`src/hdl/nfc_defines.vh`:
```
// Constants for the NAND host controller
`ifndef NFC_DEFINES_VH
`define NFC_DEFINES_VH
`define NFC_CMD_READ_A        8'h00
`define NFC_CMD_READ_B        8'h01
`define NFC_CMD_READ_SPARE    8'h50
`define NFC_CMD_PROG_SETUP    8'h80
`define NFC_CMD_PROG_CONFIRM  8'h10
`define NFC_CMD_ERASE_SETUP   8'h60
`define NFC_CMD_ERASE_CONFIRM 8'hD0
`define NFC_CMD_STATUS        8'h70
`define NFC_CMD_ID            8'h90
`define NFC_CMD_RESET         8'hFF
`define NFC_ID_ADDR           8'h00
`define NFC_OFF_CTRL          12'h000
`define NFC_OFF_ADDR          12'h004
`define NFC_OFF_WDATA         12'h008
`define NFC_OFF_RDATA         12'h00C
`define NFC_OFF_STAT          12'h010
`define NFC_OFF_PWRUP         12'h014
`define NFC_OP_CMD            3'h1
`define NFC_OP_ADDR           3'h2
`define NFC_OP_WDATA          3'h3
`define NFC_OP_RDATA          3'h4
`define NFC_OP_WAITRB         3'h5
`define NFC_OP_CEHIGH         3'h6
`define NFC_STROBE_NS         12
`define NFC_STROBE_CYC        ((`NFC_STROBE_NS + 3) / 4)
`define NFC_PWRUP_US          10
`define NFC_PWRUP_CYC         ((`NFC_PWRUP_US * 1000 + 3) / 4)
`define NFC_PAGE_BYTES        528
`define NFC_MAIN_PROG_MAX     2
`define NFC_SPARE_PROG_MAX    3
`define NFC_STATUS_RESET      8'hC0
`endif

```
`src/hdl/nfc_host.v`:
```
// APB-programmed host controller driving a small-page NAND flash over its pins
`timescale 1ns/1ns
`include "nfc_defines.vh"
module nfc_host (
   clk,
   rst_b,
   psel,
   penable,
   pwrite,
   paddr,
   pwdata,
   prdata,
   pready,
   pslverr,
   ce_n,
   cle,
   ale,
   we_n,
   read_strobe_n,
   wp_n,
   io_out,
   io_oe_n,
   io_in,
   rb_in
);
   input             clk;
   input             rst_b;
   input             psel;
   input             penable;
   input             pwrite;
   input      [11:0] paddr;
   input      [31:0] pwdata;
   output reg [31:0] prdata;
   output reg        pready;
   output reg        pslverr;
   output reg        ce_n;
   output reg        cle;
   output reg        ale;
   output reg        we_n;
   output reg        read_strobe_n;
   output reg        wp_n;
   output reg  [7:0] io_out;
   output reg        io_oe_n;
   input       [7:0] io_in;
   input             rb_in;

   localparam [2:0] H_IDLE  = 3'h0;
   localparam [2:0] H_SETUP = 3'h1;
   localparam [2:0] H_PULSE = 3'h2;
   localparam [2:0] H_WAIT  = 3'h3;
   localparam [2:0] H_RB    = 3'h4;

   reg  [2:0]  state_reg;
   reg  [2:0]  op_reg;
   reg  [7:0]  byte_reg;
   reg  [7:0]  rdata_reg;
   reg  [7:0]  last_cmd_reg;
   reg         cmd_err_reg;
   reg         busy_reg;
   reg         hold_ce_reg;
   reg  [11:0] pwr_cnt_reg;
   reg         pwr_ok_reg;
   reg  [1:0]  main_prog_reg;
   reg  [1:0]  spare_prog_reg;
   reg  [9:0]  prog_bytes_reg;
   reg         data_seen_reg;
   // Pointer copy so spare partial programs are counted apart from main ones
   reg         spare_ptr_reg;
   reg         strobe_go;
   reg         strobe_rd;
   wire        str_n;
   wire        str_sample;
   wire        str_done;

   // Decode shared by the APB write path and the io_oe_n drive enable
   function is_write_strobe;
      input [2:0] op;
      begin
         is_write_strobe = (op == `NFC_OP_CMD) || (op == `NFC_OP_ADDR) || (op == `NFC_OP_WDATA);
      end
   endfunction

   nfc_strobe u_strobe (
      .clk      (clk),
      .rst_b    (rst_b),
      .start    (strobe_go),
      .is_read  (strobe_rd),
      .strobe_n (str_n),
      .sample   (str_sample),
      .done     (str_done)
   );

   wire apb_wr_ctrl = psel && penable && pwrite && (paddr == `NFC_OFF_CTRL) && !pready;
   wire [2:0] req_op = pwdata[10:8];
   wire [7:0] req_byte = pwdata[7:0];
   // While busy with program or erase only status and reset commands pass; address and data ops are not blocked
   wire cmd_blocked = busy_reg && (req_op == `NFC_OP_CMD) &&
                      (req_byte != `NFC_CMD_STATUS) && (req_byte != `NFC_CMD_RESET);
   wire confirm_empty = (req_op == `NFC_OP_CMD) && (req_byte == `NFC_CMD_PROG_CONFIRM) &&
                        !data_seen_reg;
   // Page register holds one page; a longer burst would wrap onto loaded bytes
   wire data_overrun = (req_op == `NFC_OP_WDATA) && (prog_bytes_reg == `NFC_PAGE_BYTES);
   // Device drops a second reset while the first runs, so refuse it here
   wire reset_repeat = (req_op == `NFC_OP_CMD) && (req_byte == `NFC_CMD_RESET) &&
                       (last_cmd_reg == `NFC_CMD_RESET) && busy_reg;
   wire req_bad = !pwr_ok_reg || cmd_blocked || confirm_empty || data_overrun || reset_repeat;

   always @(posedge clk) begin
      if (!rst_b) begin
         pwr_cnt_reg <= 12'h000;
         pwr_ok_reg  <= 1'b0;
         wp_n        <= 1'b0;
      end else if (!pwr_ok_reg) begin
         // Write protect low through the power-up wait
         if (pwr_cnt_reg == `NFC_PWRUP_CYC - 1) begin
            pwr_ok_reg <= 1'b1;
            wp_n       <= 1'b1;
         end else begin
            pwr_cnt_reg <= pwr_cnt_reg + 12'h001;
         end
      end
   end

   always @(posedge clk) begin
      if (!rst_b) begin
         state_reg      <= H_IDLE;
         op_reg         <= 3'h0;
         byte_reg       <= 8'h00;
         rdata_reg      <= 8'hFF;
         last_cmd_reg   <= `NFC_CMD_READ_A;
         cmd_err_reg    <= 1'b0;
         busy_reg       <= 1'b0;
         hold_ce_reg    <= 1'b0;
         main_prog_reg  <= 2'h0;
         spare_prog_reg <= 2'h0;
         prog_bytes_reg <= 10'h000;
         data_seen_reg  <= 1'b0;
         spare_ptr_reg  <= 1'b0;
         strobe_go      <= 1'b0;
         strobe_rd      <= 1'b0;
         pready         <= 1'b0;
         pslverr        <= 1'b0;
         prdata         <= 32'h0000_0000;
         ce_n           <= 1'b1;
         cle            <= 1'b0;
         ale            <= 1'b0;
         we_n           <= 1'b1;
         read_strobe_n  <= 1'b1;
         io_out         <= 8'h00;
         io_oe_n        <= 1'b1;
      end else begin
         strobe_go <= 1'b0;
         pready    <= 1'b0;
         pslverr   <= 1'b0;
         we_n          <= (state_reg == H_PULSE && !strobe_rd) ? str_n : 1'b1;
         read_strobe_n <= (state_reg == H_PULSE && strobe_rd) ? str_n : 1'b1;
         if (str_sample)
            rdata_reg <= io_in;
         case (state_reg)
            H_IDLE: begin
               if (apb_wr_ctrl) begin
                  if (req_bad) begin
                     cmd_err_reg <= 1'b1;
                     pready      <= 1'b1;
                     pslverr     <= 1'b1;
                  end else if (req_op == `NFC_OP_CEHIGH) begin
                     // Ends a sequential row read and leaves the pins idle
                     ce_n        <= 1'b1;
                     hold_ce_reg <= 1'b0;
                     pready      <= 1'b1;
                  end else if (is_write_strobe(req_op) || req_op == `NFC_OP_RDATA ||
                               req_op == `NFC_OP_WAITRB) begin
                     op_reg    <= req_op;
                     byte_reg  <= req_byte;
                     ce_n      <= 1'b0;
                     hold_ce_reg <= pwdata[16];
                     cle       <= (req_op == `NFC_OP_CMD);
                     ale       <= (req_op == `NFC_OP_ADDR);
                     io_out    <= req_byte;
                     io_oe_n   <= !is_write_strobe(req_op);
                     state_reg <= (req_op == `NFC_OP_WAITRB) ? H_RB : H_SETUP;
                  end else begin
                     pready  <= 1'b1;
                     pslverr <= 1'b1;
                  end
               end
            end
            H_SETUP: begin
               // Latch lines and byte settle three cycles before the strobe falls
               strobe_go <= 1'b1;
               strobe_rd <= (op_reg == `NFC_OP_RDATA);
               state_reg <= H_PULSE;
            end
            H_PULSE: begin
               if (str_done) begin
                  state_reg <= H_WAIT;
                  cle       <= 1'b0;
                  ale       <= 1'b0;
                  io_oe_n   <= 1'b1;
                  if (!hold_ce_reg)
                     ce_n <= 1'b1;
                  if (op_reg == `NFC_OP_CMD) begin
                     // Kept readable so software knows when status mode is still on
                     last_cmd_reg <= byte_reg;
                     case (byte_reg)
                        `NFC_CMD_READ_A, `NFC_CMD_READ_B: spare_ptr_reg <= 1'b0;
                        `NFC_CMD_READ_SPARE: spare_ptr_reg <= 1'b1;
                        `NFC_CMD_PROG_SETUP: begin
                           prog_bytes_reg <= 10'h000;
                           data_seen_reg  <= 1'b0;
                        end
                        `NFC_CMD_PROG_CONFIRM: begin
                           busy_reg      <= 1'b1;
                           data_seen_reg <= 1'b0;
                           if (spare_ptr_reg)
                              spare_prog_reg <= spare_prog_reg + 2'h1;
                           else
                              main_prog_reg <= main_prog_reg + 2'h1;
                        end
                        `NFC_CMD_ERASE_CONFIRM: begin
                           busy_reg       <= 1'b1;
                           main_prog_reg  <= 2'h0;
                           spare_prog_reg <= 2'h0;
                        end
                        `NFC_CMD_RESET: begin
                           // Device clears its address pointer on reset
                           busy_reg      <= 1'b1;
                           spare_ptr_reg <= 1'b0;
                        end
                        default: ;
                     endcase
                  end
                  if (op_reg == `NFC_OP_WDATA) begin
                     prog_bytes_reg <= prog_bytes_reg + 10'h001;
                     data_seen_reg  <= 1'b1;
                  end
               end
            end
            H_RB: begin
               // Open-drain ready/busy, high means the device finished
               if (rb_in) begin
                  busy_reg  <= 1'b0;
                  if (!hold_ce_reg)
                     ce_n <= 1'b1;
                  state_reg <= H_WAIT;
               end
            end
            H_WAIT: begin
               pready    <= 1'b1;
               state_reg <= H_IDLE;
            end
            default: state_reg <= H_IDLE;
         endcase
         // Register reads and the flag clear answer in one cycle, pins untouched
         if (psel && penable && !pready && !apb_wr_ctrl && state_reg == H_IDLE) begin
            pready <= 1'b1;
            if (!pwrite) begin
               case (paddr)
                  `NFC_OFF_RDATA: prdata <= {24'h000000, rdata_reg};
                  `NFC_OFF_STAT:  prdata <= {24'h000000, last_cmd_reg};
                  `NFC_OFF_PWRUP: prdata <= {20'h00000, main_prog_reg, spare_prog_reg,
                                             prog_bytes_reg[7:0]};
                  `NFC_OFF_CTRL:  prdata <= {25'h0000000, !rb_in, busy_reg, 1'b0,
                                             cmd_err_reg, !pwr_ok_reg, state_reg != H_IDLE, hold_ce_reg};
                  default: begin
                     prdata  <= 32'h0000_0000;
                     pslverr <= 1'b1;
                  end
               endcase
            end else if (paddr == `NFC_OFF_STAT) begin
               if (pwdata[0])
                  cmd_err_reg <= 1'b0;
            end else begin
               pslverr <= 1'b1;
            end
         end
      end
   end
endmodule // nfc_host

```
`src/hdl/nfc_strobe.v`:
```
// One pin cycle: a write or read strobe pulse with fixed low and high times
`timescale 1ns/1ns
`include "nfc_defines.vh"
module nfc_strobe (
   clk,
   rst_b,
   start,
   is_read,
   strobe_n,
   sample,
   done
);
   input            clk;
   input            rst_b;
   input            start;
   input            is_read;
   output reg       strobe_n;
   output reg       sample;
   output reg       done;

   localparam [1:0] S_IDLE = 2'h0;
   localparam [1:0] S_LOW  = 2'h1;
   localparam [1:0] S_HIGH = 2'h2;

   reg [1:0] state_reg;
   reg [3:0] cnt_reg;
   reg       rd_reg;

   always @(posedge clk) begin
      if (!rst_b) begin
         state_reg <= S_IDLE;
         cnt_reg   <= 4'h0;
         rd_reg    <= 1'b0;
         strobe_n  <= 1'b1;
         sample    <= 1'b0;
         done      <= 1'b0;
      end else begin
         sample <= 1'b0;
         done   <= 1'b0;
         case (state_reg)
            S_IDLE: begin
               if (start) begin
                  state_reg <= S_LOW;
                  rd_reg    <= is_read;
                  strobe_n  <= 1'b0;
                  cnt_reg   <= 4'h0;
               end
            end
            S_LOW: begin
               if (cnt_reg == `NFC_STROBE_CYC - 1) begin
                  // Read data settled by now, sample before the rising edge
                  sample    <= rd_reg;
                  strobe_n  <= 1'b1;
                  state_reg <= S_HIGH;
                  cnt_reg   <= 4'h0;
               end else begin
                  cnt_reg <= cnt_reg + 4'h1;
               end
            end
            S_HIGH: begin
               if (cnt_reg == `NFC_STROBE_CYC - 1) begin
                  done      <= 1'b1;
                  state_reg <= S_IDLE;
               end else begin
                  cnt_reg <= cnt_reg + 4'h1;
               end
            end
            default: state_reg <= S_IDLE;
         endcase
      end
   end
endmodule // nfc_strobe

```
`config.mk`:
```
export PLATFORM = sky130hd
export DESIGN_NAME = nfc_host
export DESIGN_NICKNAME = d
export VERILOG_FILES = /design/src/hdl/nfc_host.v /design/src/hdl/nfc_strobe.v
export VERILOG_INCLUDE_DIRS = /design/src /design/src/hdl
export SDC_FILE = /design/constraint.sdc
export NUM_CORES = 1
export LEC_CHECK = 0
export ABC_AREA = 1
export BUFFER_PORTS_ARGS = -buffer_cell sky130_fd_sc_hd__clkbuf_2
export CAP_MARGIN = 10
export CORE_MARGIN = 3
export CORE_UTILIZATION = 33
export CTS_CLUSTER_DIAMETER = 150
export CTS_CLUSTER_SIZE = 10
export DETAILED_ROUTE_END_ITERATION = 10
export GPL_ROUTABILITY_DRIVEN = 0
export MAX_ROUTING_LAYER = met4
export SLEW_MARGIN = 20
export SYNTH_ARGS = -nofsm -noshare
export SYNTH_HDL_FRONTEND = slang
export SYNTH_SLANG_ARGS = --single-unit
```
`constraint.sdc`:
```
create_clock -name clk -period 3.9 [get_ports clk]
set_clock_uncertainty 0.1 [all_clocks]
set_input_delay 0.195 -clock clk [delete_from_list [all_inputs] [get_ports clk]]
set_output_delay 0.195 -clock clk [all_outputs]
set_load 0.05 [all_outputs]
```
## Yosys cells after proc, flatten, opt, wreduce, memory -nomap -nowiden

Index checks and enable logic that the tools add are counted.

| storage, ports and cells | value |
|---|---|
| register bits | 115 |
| latch bits | 0 |
| bits in writable memories | 0 |
| bits in read-only memories | 0 |
| input bits | 58 |
| output and inout bits | 49 |
| word-level logic and storage cells | 254 |
| memories kept | 0 |

| operators by class | value |
|---|---|
| add/sub/neg operators | 5 |
| multipliers | 0 |
| div/mod/pow operators | 0 |
| magnitude comparators | 0 |
| eq/ne operators | 47 |
| shift operators | 0 |
| muxes and demuxes | 88 |
| bitwise gates (word level) | 5 |
| reductions and logical operators | 76 |

Operators by type and width:

| kind | count |
|---|---|
| two-way mux 1 bit | 56 |
| one-hot mux 12 bit (4 select lines) | 1 |
| equality test 8 bit, second input constant | 5 |
| two-way mux 10 bit | 3 |
| equality test 12 x 5 -> 1 bit, second input constant | 2 |
| two-way mux 3 bit | 7 |
| inequality test 2 bit, second input constant | 10 |
| AND reduction 5 bit | 4 |
| logical AND 1 bit | 18 |
| AND reduction 6 bit | 3 |
| nonzero test 2 bit | 9 |
| equality test 8 x 5 -> 1 bit, second input constant | 2 |
| AND reduction 4 bit | 4 |
| equality test 3 x 2 -> 1 bit, second input constant | 5 |
| equality test 3 bit, second input constant | 5 |
| AND reduction 3 bit | 5 |
| one-hot mux 1 bit (2 select lines) | 7 |
| AND reduction 2 bit | 7 |
| adder 12 x 1 -> 12 bit, second input constant | 1 |
| equality test 12 bit, second input constant | 1 |
| equality test 12 x 4 -> 1 bit, second input constant | 1 |
| logical NOT 12 bit | 1 |
| two-way mux 4 bit | 3 |
| one-hot mux 3 bit (4 select lines) | 1 |
| other kinds (29) | 60 |

## Longest topological paths before layout

| depth | value |
|---|---|
| word-level depth | 15 |
| depth in mapped cells | 15 |
| depth with buffers taken out | 14 |

## Modules after synthesis

Synthesis repeated with hierarchy kept, for this count alone.

| second synthesis, totals | value |
|---|---|
| cell total of the unflattened synthesis | 762 |
| area, all modules | 5162.5 um^2 |

By module, submodules not included:

| module | times used | cells an instance | area each (um^2) | seq. area each (um^2) |
|---|---|---|---|---|
| nfc_host | 1 | 685 | 4574.4 | 1701.6 |
| nfc_strobe | 1 | 77 | 588.1 | 200.2 |

## Least setup slack after synthesis

OpenSTA, ideal clock, no wires.

| timing path | value |
|---|---|
| path kind | flip-flop to flip-flop |
| start point | reg byte_reg[4] |
| end point | reg main_prog_reg[1] |
| setup time | 0.117 ns |
| arrival | 1.656 ns |
| data required time | 3.683 ns |
| setup slack | 2.027 ns |
| stages on the path, launching flop included | 10 |
| buffers on the path | 0 |
| period minus slack after synthesis | 1.873 ns |
| cells stage by stage | dfxtp_1 nand2_1 nor3_1 nand2_1 nand2_1 nand2_1 nor2_1 o21ai_1 nand2_1 o21ai_1 |

| on the way | value |
|---|---|
| cells in the longest elaborated chain, start to end | 3 |
| elaborated cells on any way between the ends | 6 |
| those cells by class | eq/ne: 3; mux: 1; reduce/logical: 2 |

Ends and longest elaborated chain:

| element | line | source |
|---|---|---|
| start, declared | nfc_host.v:55 | `reg [7:0] byte_reg;` |
| start signal, assigned | nfc_host.v:174 | `byte_reg <= req_byte;` |
| equality test 8 x 5 -> 1 bit or equality test 8 bit (tied branches) | nfc_host.v:205 | `case (byte_reg)` |
| inequality test 2 bit (no line) or nonzero test 2 bit (tied branches) | -- |  |
| AND reduction 5 bit (no line) | -- |  |
| end signal, assigned | nfc_host.v:218 | `main_prog_reg <= main_prog_reg + 2'h1;` |
| end, declared | nfc_host.v:63 | `reg [1:0] main_prog_reg;` |

Several ways; a longest one is shown, not always the timed one.
A chain may end at the register's enable or synchronous reset.

## Worst setup path after layout

| timing path | value |
|---|---|
| start point | reg prog_bytes_reg[0] |
| end point | reg byte_reg[3] |

| on the way | value |
|---|---|
| cells in the longest elaborated chain, start to end | 6 |

Ends and longest elaborated chain:

| element | line | source |
|---|---|---|
| start, declared | nfc_host.v:65 | `reg [9:0] prog_bytes_reg;` |
| start signal, assigned | nfc_host.v:234 | `prog_bytes_reg <= prog_bytes_reg + 10'h001;` |
| equality test 10 bit (no line) | -- |  |
| logical AND 1 bit | nfc_host.v:102 | `` wire data_overrun = (req_op == `NFC_OP_WDATA) && (prog_bytes_reg == `NFC_PAGE_BYTES); `` |
| logical OR 1 bit (2 in a row) | nfc_host.v:106 | `wire req_bad = !pwr_ok_reg \|\| cmd_blocked \|\| confirm_empty \|\| data_overrun \|\| reset_repeat;` |
| inverter 1 bit (no line) | -- |  |
| AND reduction 5 bit (no line) | -- |  |

No other way between the ends.

==> impl_metrics.yaml <==
run_status:
  status: "complete, no violations"
detailed_routing:
  first_pass_iters: 5
  ant_nets: 0
  wl_mm: 12.3
  viasPerCell: 4.70
  drtIter0Drc: 205
  drc: 0
  vias: 4623
  wl_per_cell_um: 12.5
final_layout:
  fin_nets: 861
  layout_common_cells: "nand2_1 (151), dfxtp_1 (95), inv_1 (92), nor2_1 (92), clkbuf_2 (66)"
  multi_input_area_mm2: 0.00252
  layout-drive-gt1-share_pct: 13.5
  mostFrequentLayoutCell: "nand2_1"
  regArea_mm2: 0.00190
  n_antenna_cell: 0
  syn_to_final_growth_pct: 15.8
  fill_cells: 1536
timing:
  fin_crit_sh_pct: 58.3
  hold_viol: 0
  worst_slack_ns: 1.63
  grt_setup_unrepaired: "false"
  slew_viol_final: 0
  max_freq_mhz: 440
  period_minus_slack_ns: 2.27
  worstMarginPinSlew_ns: 0.794
  hold_ws_ns: 0.00978
  setup_viol: 0
  setup_tns_ns: 0
  relSlewSlack_pct: 46.7
placement:
  post-place-ws_ns: 1.62
  io_buffers: 66
  dpl.hpwl_mm: 9.43
clocking:
  post_cts_buffers: 0
  htree_levels: 3
  cts-hold-fix-buffers: 8
  cts.sinks: 95
  clockRootBuffer: "clkbuf_16"
  cts_tree: "built"
  clk_transition_reported_paths_ns: 0.07
  clkLatencyLatePin_ns: 0.35
  cts_buffer_depth: 2
  cts_resized: 0
  numCtsBuffers: 9
floorplan:
  coreArea_mm2: 0.0146
  num_rows: 44
  dieArea_mm2: 0.0165
  die_w_um: 128
  io_pins: 107
  start_util_pct: 33.9
  dieHeight_um: 128
worst_setup_path:
  critical_path.max_stage_delay_ns: 0.52
  worstSetupPathType: "reg2reg"
  crit_fanout: 22
  setup.worst_path.end_class: "register"
  crit_chain: "inv_1 -> ha_1 -> nand2_1 -> nor3_1 -> nand4_1 -> nand2_1 -> inv_1 -> nand2_1 -> nor2_1 -> nand2_1 -> nand2_1 -> nand2_1 -> nor2_1"
  start_kind: "register"
  cpMostUsedCell: "nand2_1"
  critPathArrivalTime_ns: 2.42
  cp.required_ns: 4.04
  crit_slowest_cell: "nand2_1"
global_routing:
  grtUsageTotal_pct: 15.6
  grtUsageMet3_pct: 2.91
  overflow: 0
  met1_usage_pct: 19.2
  antenna_found_initial: 0
  busiest_layer: "met2"
  grt_max_degree: 49
  grt_pass1_vias: 4145
  grt_pass1_wl_mm: 20.1
  met2_usage_pct: 25.0
min_path:
  hp-class: "in2reg"
power:
  peakVddDrop_uv: 239
  p_leak_uw: 0.00262
  powerDensity_mw_per_mm2: 398
yosys:
  async_reset_ff_share_pct: 0
  yosys_warnings: 0
  synth.largest_area_cell: "dfxtp_1"
  synth_seq_cells: 95
  synth_area_leaders: "dfxtp_1 (38%), nand2_1 (11%), inv_1 (7.0%)"
  synth-main-ff-cell: "dfxtp_1"
  netlist-cell-type-count: 39
  synth-edff-count: 0
  ys_seq_area_share_pct: 38.5
  synth_top_cell_area_share_pct: 38.5
  synthesis.area_mm2: 0.00495
  synthCells: 725
  synth_area_per_cell_um2: 6.82
job:
  maxCapViolCount: 0
-- critical path, delay by kind of cell, from the launching register on --
family / cells / cell delay [ns]
fa+ha+maj: 1 / 0.17
flops: 1 / 0.33
buf+inv: 2 / 0.23
simple gates: 10 / 1.32
-- path summary, 6_finish.rpt --
check	depth (start not counted)	endpoint	slack, ns	from
setup / recovery	13	byte_reg[3]$_SDFFE_PN0P_	1.63	prog_bytes_reg[0]$_SDFFE_PN0P_
hold / removal	3	byte_reg[2]$_SDFFE_PN0P_	0.01	pwdata[2]
setup reg to reg	13	byte_reg[3]$_SDFFE_PN0P_	1.63	prog_bytes_reg[0]$_SDFFE_PN0P_
hold reg to reg	2	io_oe_n$_SDFFE_PN1P_	0.36	io_oe_n$_SDFFE_PN1P_
-- kinds of logic after synthesis --
family,share of synthesized area [%]
AND/OR/NAND/NOR,31.4
buffers and inverters,12.1
AO/OA/AOI/OAI,14.7
flip-flops,38.5
adder cells (fa/ha/maj),2.02
XOR/XNOR,1.24
other,0.0758
-- power breakdown --
part           switching, uW  internal [uW]  total, uW  leakage, uW
clock network            401            438        839     0.000132
logic                    297            118        415      0.00172
registers               22.0           1000       1030     0.000767
-- metrics by stage --
stage / utilization (%) / total power (uW) / instances / cell area [um^2]
floorplan: - / 1380 / 744 / 5020
global placement: 36.8 / 1450 / 960 / 5370
detailed placement: 36.8 / 1460 / 960 / 5370
CTS: 39.2 / 2310 / 984 / 5730
global route: 39.2 / 2400 / 984 / 5730
finish: 39.2 / 2280 / 984 / 5730
-- layer usage --
metal | routed length [um] | vias up
met5 | 0 | -
met3 | 601 | 9
li1 | - | 2460
met2 | 5920 | 73
met1 | 5610 | 2081
met4 | 185 | 0
-- area by class of cell --
| cell class | count | share of cell area [%] |
|---|---|---|
| multi-input combinational | 514 | 44.0 |
| sequential | 95 | 33.2 |
| timing repair buffer | 75 | 7.30 |
| inverter | 100 | 6.60 |
| tap | 184 | 4.02 |
| clock buffer | 9 | 3.93 |
| clock inverter | 7 | 0.962 |
-- cell usage after synthesis, types with 2 or more instances --
master and n:
inv_2 7, nor2_8 2, dfxtp_1 95, nor2_4 3, and3_1 2, or2_2 2
nor2_2 5, nor3_1 25, nor2_1 92, a21oi_1 55, o21ai_1 5, xor2_1 7
nor3b_1 3, inv_1 92, nand3_1 31, nor4_1 5, nand4_1 20, clkbuf_1 9
buf_2 2, o22ai_1 5, nand2_4 2, o21ai_0 53, a211oi_1 3, nand2_1 151
buf_4 23, ha_1 8, a22oi_1 4, o211a_1 2, a31oi_1 2
Note: power is estimated with default switching activity, not from simulation.
